### config.mk
export PLATFORM = sky130hd
export DESIGN_NAME = fault_interrupt_control
export DESIGN_NICKNAME = d
export VERILOG_FILES = /design/src/verilog/fault_irq_pkg.sv /design/src/verilog/fault_powerdown.sv /design/src/verilog/fault_interrupt_control.sv
export VERILOG_INCLUDE_DIRS = /design/src /design/src/verilog
export SDC_FILE = /design/constraint.sdc
export NUM_CORES = 1
export LEC_CHECK = 0
export BUFFER_PORTS_ARGS = -buffer_cell sky130_fd_sc_hd__buf_2
export CELL_PAD_IN_SITES_DETAIL_PLACEMENT = 0
export CELL_PAD_IN_SITES_GLOBAL_PLACEMENT = 1
export CORE_MARGIN = 1
export CORE_UTILIZATION = 31
export DETAILED_ROUTE_END_ITERATION = 16
export GPL_TIMING_DRIVEN = 1
export HOLD_SLACK_MARGIN = 0.08
export PLACE_DENSITY_LB_ADDON = 0.25
export SLEW_MARGIN = 0
export SYNTH_ARGS = -nofsm -noshare
export SYNTH_HDL_FRONTEND = slang
export SYNTH_SLANG_ARGS = --single-unit
### constraint.sdc
create_clock -name CLK_SYS -period 5.8 [get_ports CLK_SYS]
set_input_delay 0.87 -clock CLK_SYS [delete_from_list [all_inputs] [get_ports CLK_SYS]]
set_output_delay 0.87 -clock CLK_SYS [all_outputs]
set_load 0.03 [all_outputs]
### src/verilog/fault_irq_defs.svh
// register offsets, field positions, reset values and timing counts
`ifndef FAULT_IRQ_DEFS_SVH
`define FAULT_IRQ_DEFS_SVH
`define ADDR_RATIO_HIGH 8'h40
`define ADDR_RATIO_LOW 8'h41
`define ADDR_INT_CFG 8'h42
`define ADDR_OUT_FLT_CFG 8'h43
`define INT_CFG_RESET 8'h00
`define OUT_FLT_CFG_RESET 8'h54
`define IRQ_POLARITY_BIT 7
`define INT_EVT_HI 6
`define INT_EVT_LO 5
`define CH_POL_HI 4
`define CH_POL_LO 3
`define RD_FILT_BIT 2
`define CH_RCV_BIT 1
`define CLR_POL_BIT 0
`define OUT_POL_HI 6
`define OUT_POL_LO 5
`define OUT_RCV_BIT 4
`define OUT_STS_BIT 3
`define GUARD_IGN_BIT 2
`define OUT_DET_OFF_BIT 1
`define REG_DET_OFF_BIT 0
`define CLK_MHZ 125
`define PULSE_US 2000
`define PERIOD_US 4000
`define PULSE_CYC (`PULSE_US * `CLK_MHZ)
`define PERIOD_CYC (`PERIOD_US * `CLK_MHZ)
`endif

### src/verilog/fault_irq_pkg.sv
// types shared by the fault and interrupt control logic
package fault_irq_pkg;
   typedef enum logic [1:0]
   {
      EVT_LATCHED = 2'h0,
      EVT_LIVE = 2'h1,
      EVT_REPEAT = 2'h2,
      EVT_SINGLE = 2'h3
   } irq_mode_e;
   typedef enum logic [1:0]
   {
      PD_IGNORE = 2'h0,
      PD_UNMASKED = 2'h1,
      PD_ALL = 2'h2,
      PD_RESERVED = 2'h3
   } pd_policy_e;
   typedef enum logic [1:0]
   {
      PG_IDLE = 2'h0,
      PG_HIGH = 2'h1,
      PG_LOW = 2'h3
   } pulse_state_e;
endpackage

### src/verilog/fault_powerdown.sv
// per-channel fault power-down holder with auto or manual recovery
`timescale 1ns/1ps
module fault_powerdown #(
   parameter int CH = 4
)
(
   // clock and reset
   input wire logic clk,
   input wire logic rst,
   // policy and faults
   input wire fault_irq_pkg::pd_policy_e policy,
   input wire logic manual_rcv,
   input wire logic [CH-1:0] fault,
   input wire logic [CH-1:0] mask,
   input wire logic [CH-1:0] release_req,
   // held power-down per channel
   output logic [CH-1:0] pd
);
   import fault_irq_pkg::*;
   logic [CH-1:0] pd_q;
   logic [CH-1:0] pd_d;
   wire logic [CH-1:0] hit;
   // choose which faults count for power-down
   assign hit = (policy == PD_ALL) ? fault :
                (policy == PD_UNMASKED) ? (fault & ~mask) : '0;
   // hold until fault gone (auto) or gone and released (manual)
   assign pd_d = hit | (pd_q & (manual_rcv ? ~release_req : fault));
   assign pd = pd_q;
   // power-down register
   always_ff @(posedge clk)
   begin
      if (rst)
         pd_q <= '0;
      else
         pd_q <= pd_d;
   end
endmodule

### src/verilog/fault_interrupt_control.sv
// interrupt pin, latched event store and fault power-down configuration
//
// Overview of operation
// - pin polarity follows config bit 7
// - mode 0 latched, mode 1 live events
// - mode 2 pulses 2 ms every 4 ms
// - mode 3 one 2 ms pulse per event
// - channel power-down policy in bits 4-3
// - readback filter shows unmasked bits only
// - input channel recovery auto or manual
// - read clears bit only if live clear
// - bit 0 set: read clears latched bits unconditionally
// - output policy bits 6-5, reset 10b
// - output recovery bit 4, reset manual
// - status bit 3 shows output held down
// - bit 2 ignores guard fault at power-up
// - bit 1 disables output fault detection
// - bit 0 disables regulator short detection
// - 0x41 reads ratio low byte
// - 0x40 bits 5-0 read ratio high
`timescale 1ns/1ps
`include "fault_irq_defs.svh"
module fault_interrupt_control #(
   parameter int NEV = 8,
   parameter int NIN = 4,
   parameter int NOUT = 2,
   parameter int PULSE_CYCLES = `PULSE_CYC,
   parameter int PERIOD_CYCLES = `PERIOD_CYC
)
(
   // clock and reset
   input wire logic CLK_SYS,
   input wire logic RST,
   // register access port
   input wire logic [7:0] REG_ADDR,
   input wire logic REG_WR,
   input wire logic REG_RD,
   input wire logic [7:0] REG_WDATA,
   output logic [7:0] REG_RDATA,
   // latched event store access
   input wire logic LATCH_RD,
   output logic [NEV-1:0] LATCH_RDATA,
   // events and their mask
   input wire logic [NEV-1:0] EVENT_LIVE,
   input wire logic [NEV-1:0] EVENT_MASK,
   // detected frame-sync to clock-source ratio
   input wire logic [13:0] FRAME_CLOCK_RATIO,
   // input channel and bias faults
   input wire logic [NIN-1:0] IN_FAULT,
   input wire logic [NIN-1:0] IN_FAULT_MASK,
   input wire logic [NIN-1:0] IN_RELEASE,
   output logic [NIN-1:0] IN_POWER_DOWN,
   // output converter faults
   input wire logic [NOUT-1:0] OUT_GUARD_FAULT,
   input wire logic [NOUT-1:0] OUT_SHORT_FAULT,
   input wire logic [NOUT-1:0] OUT_POWERING_UP,
   input wire logic [NOUT-1:0] OUT_FAULT_MASK,
   input wire logic [NOUT-1:0] OUT_RELEASE,
   output logic [NOUT-1:0] OUT_POWER_DOWN,
   // regulator short detection
   input wire logic REG_SHORT_RAW,
   output logic REG_SHORT_FAULT,
   // interrupt pin
   output logic IRQ_PIN
);
   import fault_irq_pkg::*;

   // ==========================================================
   // configuration registers
   logic [7:0] int_cfg_q;
   logic [6:0] out_cfg_q;
   logic [NEV-1:0] latch_q;
   logic [NEV-1:0] live_q;
   logic [NEV-1:0] latch_d;
   pulse_state_e pg_state_q;
   pulse_state_e pg_state_d;
   logic [31:0] pg_cnt_q;
   logic [31:0] pg_cnt_d;
   logic [13:0] ratio_q;
   logic [NOUT-1:0] out_guard_q;
   logic [NOUT-1:0] out_short_q;

   wire logic irq_polarity = int_cfg_q[`IRQ_POLARITY_BIT];
   wire irq_mode_e irq_mode = irq_mode_e'(int_cfg_q[`INT_EVT_HI:`INT_EVT_LO]);
   wire pd_policy_e chan_fault_powerdown_policy =
      pd_policy_e'(int_cfg_q[`CH_POL_HI:`CH_POL_LO]);
   wire logic latched_readback_filter = int_cfg_q[`RD_FILT_BIT];
   wire logic chan_fault_recovery_mode = int_cfg_q[`CH_RCV_BIT];
   wire logic latched_clear_policy = int_cfg_q[`CLR_POL_BIT];
   wire pd_policy_e out_fault_powerdown_policy =
      pd_policy_e'(out_cfg_q[`OUT_POL_HI:`OUT_POL_LO]);
   wire logic out_fault_recovery_mode = out_cfg_q[`OUT_RCV_BIT];
   wire logic guard_fault_ignore_on_powerup = out_cfg_q[`GUARD_IGN_BIT];
   wire logic out_fault_detect_off = out_cfg_q[`OUT_DET_OFF_BIT];
   wire logic regulator_short_detect_off = out_cfg_q[`REG_DET_OFF_BIT];

   wire logic wr_int = REG_WR && (REG_ADDR == `ADDR_INT_CFG);
   wire logic wr_out = REG_WR && (REG_ADDR == `ADDR_OUT_FLT_CFG);

   // register writes; bit 7 and status bit 3 of output config are not stored
   always_ff @(posedge CLK_SYS)
   begin
      if (RST)
      begin
         int_cfg_q <= `INT_CFG_RESET;
         out_cfg_q <= 7'(`OUT_FLT_CFG_RESET);
      end
      else
      begin
         if (wr_int)
            int_cfg_q <= REG_WDATA;
         if (wr_out)
            out_cfg_q <= {REG_WDATA[6:4], 1'b0, REG_WDATA[2:0]};
      end
   end

   // ==========================================================
   // input synchronisers for asynchronous sources
   logic [NEV-1:0] live_s1;
   logic [13:0] ratio_s1;
   logic [13:0] ratio_s2;
   logic [13:0] ratio_s3;
   logic [NOUT-1:0] guard_s1;
   logic [NOUT-1:0] short_s1;
   logic reg_short_s1;
   logic reg_short_q;

   // two-stage sync of events, faults and ratio
   always_ff @(posedge CLK_SYS)
   begin
      live_s1 <= EVENT_LIVE;
      live_q <= live_s1;
      ratio_s1 <= FRAME_CLOCK_RATIO;
      ratio_s2 <= ratio_s1;
      ratio_s3 <= ratio_s2;
      // a multi-bit word: take it only once two synced samples agree
      if (ratio_s2 == ratio_s3)
         ratio_q <= ratio_s2;
      guard_s1 <= OUT_GUARD_FAULT;
      out_guard_q <= guard_s1;
      short_s1 <= OUT_SHORT_FAULT;
      out_short_q <= short_s1;
      reg_short_s1 <= REG_SHORT_RAW;
      reg_short_q <= reg_short_s1;
   end

   // ==========================================================
   // latched event store
   logic [NEV-1:0] live_prev_q;
   wire logic [NEV-1:0] rise = live_q & ~live_prev_q;
   wire logic [NEV-1:0] unmasked_latch = latch_q & ~EVENT_MASK;
   wire logic [NEV-1:0] clr_mask =
      latched_clear_policy ? {NEV{1'b1}} : ~live_q;
   wire logic [NEV-1:0] clr = LATCH_RD ? clr_mask : '0;

   // set wins over a clear in the same cycle
   assign latch_d = rise | (latch_q & ~clr);
   assign LATCH_RDATA = latched_readback_filter ? unmasked_latch : latch_q;

   // latched bits and edge detect
   always_ff @(posedge CLK_SYS)
   begin
      if (RST)
      begin
         latch_q <= '0;
         live_prev_q <= '0;
      end
      else
      begin
         latch_q <= latch_d;
         live_prev_q <= live_q;
      end
   end

   // ==========================================================
   // pulse generator for modes 2 and 3
   wire logic any_latched = |unmasked_latch;
   wire logic any_live = |(live_q & ~EVENT_MASK);
   wire logic any_rise = |(rise & ~EVENT_MASK);
   wire logic pg_start = (irq_mode == EVT_REPEAT) ? any_latched :
                         (irq_mode == EVT_SINGLE) ? any_rise : 1'b0;
   wire logic pg_pulse_end = (pg_cnt_q == 32'(PULSE_CYCLES - 1));
   wire logic pg_period_end = (pg_cnt_q == 32'(PERIOD_CYCLES - 1));

   // high phase, then the low rest of the period in mode 2, or back to idle in mode 3
   always_comb
   begin
      pg_state_d = pg_state_q;
      pg_cnt_d = pg_cnt_q + 32'h1;
      case (pg_state_q)
         PG_IDLE:
         begin
            pg_cnt_d = 32'h0;
            if (pg_start)
               pg_state_d = PG_HIGH;
         end
         PG_HIGH:
         begin
            if (pg_pulse_end)
               pg_state_d = (irq_mode == EVT_REPEAT) ? PG_LOW : PG_IDLE;
         end
         PG_LOW:
         begin
            if (pg_period_end)
            begin
               pg_cnt_d = 32'h0;
               pg_state_d = any_latched ? PG_HIGH : PG_IDLE;
            end
         end
         default:
         begin
            pg_state_d = PG_IDLE;
            pg_cnt_d = 32'h0;
         end
      endcase
   end

   // pulse generator state
   always_ff @(posedge CLK_SYS)
   begin
      if (RST)
      begin
         pg_state_q <= PG_IDLE;
         pg_cnt_q <= 32'h0;
      end
      else
      begin
         pg_state_q <= pg_state_d;
         pg_cnt_q <= pg_cnt_d;
      end
   end

   // ==========================================================
   // interrupt pin
   logic irq_act;
   logic irq_q;

   // select the active condition by mode
   always_comb
   begin
      case (irq_mode)
         EVT_LATCHED: irq_act = any_latched;
         EVT_LIVE: irq_act = any_live;
         EVT_REPEAT: irq_act = (pg_state_q == PG_HIGH) && any_latched;
         EVT_SINGLE: irq_act = (pg_state_q == PG_HIGH);
         default: irq_act = 1'b0;
      endcase
   end

   // registered pin with polarity applied
   always_ff @(posedge CLK_SYS)
   begin
      if (RST)
         irq_q <= 1'b1;
      else
         irq_q <= irq_polarity ? irq_act : ~irq_act;
   end
   assign IRQ_PIN = irq_q;

   // ==========================================================
   // fault power-down
   logic [NOUT-1:0] out_fault;
   wire logic [NOUT-1:0] guard_used =
      out_guard_q & ~(OUT_POWERING_UP & {NOUT{guard_fault_ignore_on_powerup}});
   assign out_fault = out_fault_detect_off ? '0 : (guard_used | out_short_q);
   assign REG_SHORT_FAULT = reg_short_q & ~regulator_short_detect_off;

   // input channels and microphone bias
   fault_powerdown #(
      .CH(NIN)
   ) u_in_pd (
      .clk(CLK_SYS),
      .rst(RST),
      .policy(chan_fault_powerdown_policy),
      .manual_rcv(chan_fault_recovery_mode),
      .fault(IN_FAULT),
      .mask(IN_FAULT_MASK),
      .release_req(IN_RELEASE),
      .pd(IN_POWER_DOWN)
   );

   // output converter channels
   fault_powerdown #(
      .CH(NOUT)
   ) u_out_pd (
      .clk(CLK_SYS),
      .rst(RST),
      .policy(out_fault_powerdown_policy),
      .manual_rcv(out_fault_recovery_mode),
      .fault(out_fault),
      .mask(OUT_FAULT_MASK),
      .release_req(OUT_RELEASE),
      .pd(OUT_POWER_DOWN)
   );

   wire logic out_fault_powered_down_flag = |OUT_POWER_DOWN;

   // ==========================================================
   // read mux, registered
   logic [7:0] rdata_q;
   wire logic [7:0] rd_mux =
      (REG_ADDR == `ADDR_RATIO_HIGH) ? {2'h0, ratio_q[13:8]} :
      (REG_ADDR == `ADDR_RATIO_LOW) ? ratio_q[7:0] :
      (REG_ADDR == `ADDR_INT_CFG) ? int_cfg_q :
      (REG_ADDR == `ADDR_OUT_FLT_CFG) ?
         {1'b0, out_cfg_q[6:4], out_fault_powered_down_flag, out_cfg_q[2:0]} : 8'h00;

   // capture read data
   always_ff @(posedge CLK_SYS)
   begin
      if (RST)
         rdata_q <= 8'h00;
      else if (REG_RD)
         rdata_q <= rd_mux;
   end
   assign REG_RDATA = rdata_q;
endmodule

==> results.ini <==
[drt]
first_pass_iters=10
wl_per_cell_um=14.4
drt_iter0_drc=216
num_vias=4246
drc=8
vias_per_cell=4.72
wl_um=12900
ant_nets=0

[critical_path]
cp.required_ns=6.12
start_kind=primary input
r2r_setup_slack_ns=3.30
r2r-end=pg_cnt_q[19]
cpPeakStageDelay_ns=1.05
path_class=primary input to flop
crit_path_end_kind=flop
worst-path-max-fanout=12
crit_chain=buf_2 > nor4b_1 > nand2_1 > o31ai_1 > nor2_1 > a211oi_1
crit_cells=6
rr_startpoint=pg_cnt_q[0]
critPathSlowestCell=o31ai_1
worstPathArrival_ns=2.99
rr_worst_depth=6
crit_family=compound AO/OA/AOI/OAI gates
crit_buf_inv=1

[sta]
period_share_pct=46.0
max_freq_mhz=375
post-route-min-period_ns=2.67
drv_slew=0
rsz0062_at_grt=no
hold_ws_ns=0.326
tns_ns=0
worst_pin_slew_ns=1.19
relSlewSlack_pct=19.7
setup_viol=0
hold_viol_final=0
finClkSkew_ns=0.00665

[die]
core-area_mm2=0.0181
start_util_pct=32.0
die-area_mm2=0.0193
die_w_um=139
die_y_um=139
ios=98
rows=49

[yosys]
synth_compound_area_share_pct=9.19
muxShareOfSynthArea_pct=4.81
synth_top_area_cell=dfxtp_1
yosys.area_share.simple_pct=17.5
synth_edf_count=14
ys_seq_area_share_pct=58.0
synth_top_family_by_area=simple AND/OR/NAND/NOR gates
synth_top_area_share_pct=50.7
ys_ff_latch=161
synth-async-reset-ratio_pct=0
synth_ff_type=dfxtp_1
syn_avg_cell_area_um2=10.3
syn_nets=637
yosys-top-cells-area=dfxtp_1, edfxtp_1, nor2_1, xnor2_1, mux2i_1
syn-cell-area_mm2=0.00580
synth_xor_area_share_pct=6.49
synth_cell_types=53
ys_warn_count=0
synth_cells=562
synthAdderAreaFrac_pct=0.216

[layout]
fillers=1812
nNetsFinal=732
multi_input_area_mm2=0.00222
area_growth_syn_to_layout_pct=22.0
n_antenna_cell=0
fin_area_mm2=0.00708
seqCellArea_mm2=0.00336
drive_above_1_share_pct=22.1

[clocking]
ctsHtreeMaxLevel=4
hold_buffers=0
cts-root-buf=clkbuf_16
clock-sinks=161
cts_made_buffers=17
clk_pin_slew_worst_paths_ns=0.06
cts_setup_buffers=0
cts_resized=0
cts_tree=done
insertion_delay_ns=0.42
clockBufferDepth=2

[hold_path]
hp-class=flop to flop
hold_depth=0
worst_hold_startpoint=ratio_s1[9]
min_to=ratio_s2[9]

[run_status]
run_status=finished, violations left
violations=DRC

[power_and_ir_drop]
power_density_mw_per_mm2=339
power.leakage_nw=2.78
peakVddDrop_v=0.000244

[global_routing]
grt_overflow=0
grt_max_degree=45
gr-usage-met2_pct=22.6
grt_pass1_vias=4024
grt_pass1_wl_um=20900
track_usage_pct=13.9
grt_use_met1_pct=17.2
busiest_layer=met2
antenna_found_initial=0
grt_use_met3_pct=4.52

[placed_design]
port_buffers=97
dp_hpwl_um=9230
place_area_mm2=0.00649
gp_congestion=0.805

[flow_run]
drv_cap=0

stage by stage:
step           power (mW)  util, %  std cells  setup WS (ns)
2_1_floorplan        1.27        -        562           3.34
3_3_place_gp         1.32     35.8        867           2.81
3_5_place_dp         1.32     35.8        867           2.71
4_1_cts              2.43     39.0        899           3.15
5_1_grt              2.50     39.0        899           2.84
6_report             2.40     39.0        899           3.13
worst max-delay path by stage:
stage                  startpoint              to  slack [ns]
floorplan           EVENT_MASK[3]  LATCH_RDATA[3]        3.34
global placement      REG_ADDR[7]    REG_RDATA[3]        2.81
detailed placement    REG_ADDR[7]    REG_RDATA[4]        2.71
CTS                   REG_ADDR[7]    REG_RDATA[1]        3.15
global route          REG_ADDR[7]    REG_RDATA[1]        2.84
finish                REG_ADDR[7]    REG_RDATA[2]        3.13
power by group:
part	internal, mW	switching, mW
clock	0.617	0.484
sequential	1.16	0.0174
combinational	0.0530	0.0677
total	1.83	0.570
flip-flops by register name, indices dropped and copies added (netlist names), 8 cells and up:
register and cells:
live_prev_q 8, latch_q 8, live_s1 8, pg_cnt_q 32
live_q 8, ratio_s3 14, REG_RDATA 8, ratio_s2 14
int_cfg_q 8, ratio_q 14, ratio_s1 14
metal layers:
layer	share of wire (%)	up-vias
li1	-	2143
met1	46	2003
met2	48	88
met3	5.0	12
met4	1.2	0
met5	0	-
layout by cell type (no fill, tap or decap), types with 4 or more instances in the layout:
cell	n
a211oi_1	7
a21boi_0	4
a21oi_1	14
a22oi_1	7
a2bb2oi_1	7
a32oi_1	4
and3_1	5
and4_1	4
buf_2	97
clkbuf_16	17
clkinv_4	4
dfxtp_1	147
edfxtp_1	14
inv_1	35
mux2_2	7
mux2i_1	20
nand2_1	18
nand2b_1	12
nand3_1	14
nand4_1	9
nor2_1	82
nor2b_1	4
nor3_1	17
nor3b_1	4
nor4_1	13
o21ai_0	10
o221ai_1	5
xnor2_1	33
xor2_1	10
cell usage after synthesis, types with 13 or more instances:
master and n:
xnor2_1 33, nand3_1 14, nor4_1 13, edfxtp_1 14, dfxtp_1 147, nor2_1 82
inv_1 35, nand2_1 18, clkbuf_1 17, mux2i_1 20, nor3_1 17, a21oi_1 14
final cells by class:
type / count / area share, %
clock buffers: 18 / 6.20
inverters: 35 / 1.86
clock inverters: 14 / 2.09
repair buffers: 98 / 6.96
well taps: 229 / 4.05
flip-flops and latches: 161 / 47.5
multi-input cells: 344 / 31.3
cells by family after synthesis:
family,count (synthesis)
muxes,27
AOI/OAI and AO/OA,74
and+or+nand+nor,199
DFF,161
xor gates and xnor gates,43
buffers and inverters,57
adders and majority gates,1
(Power assumes the default switching activity.)
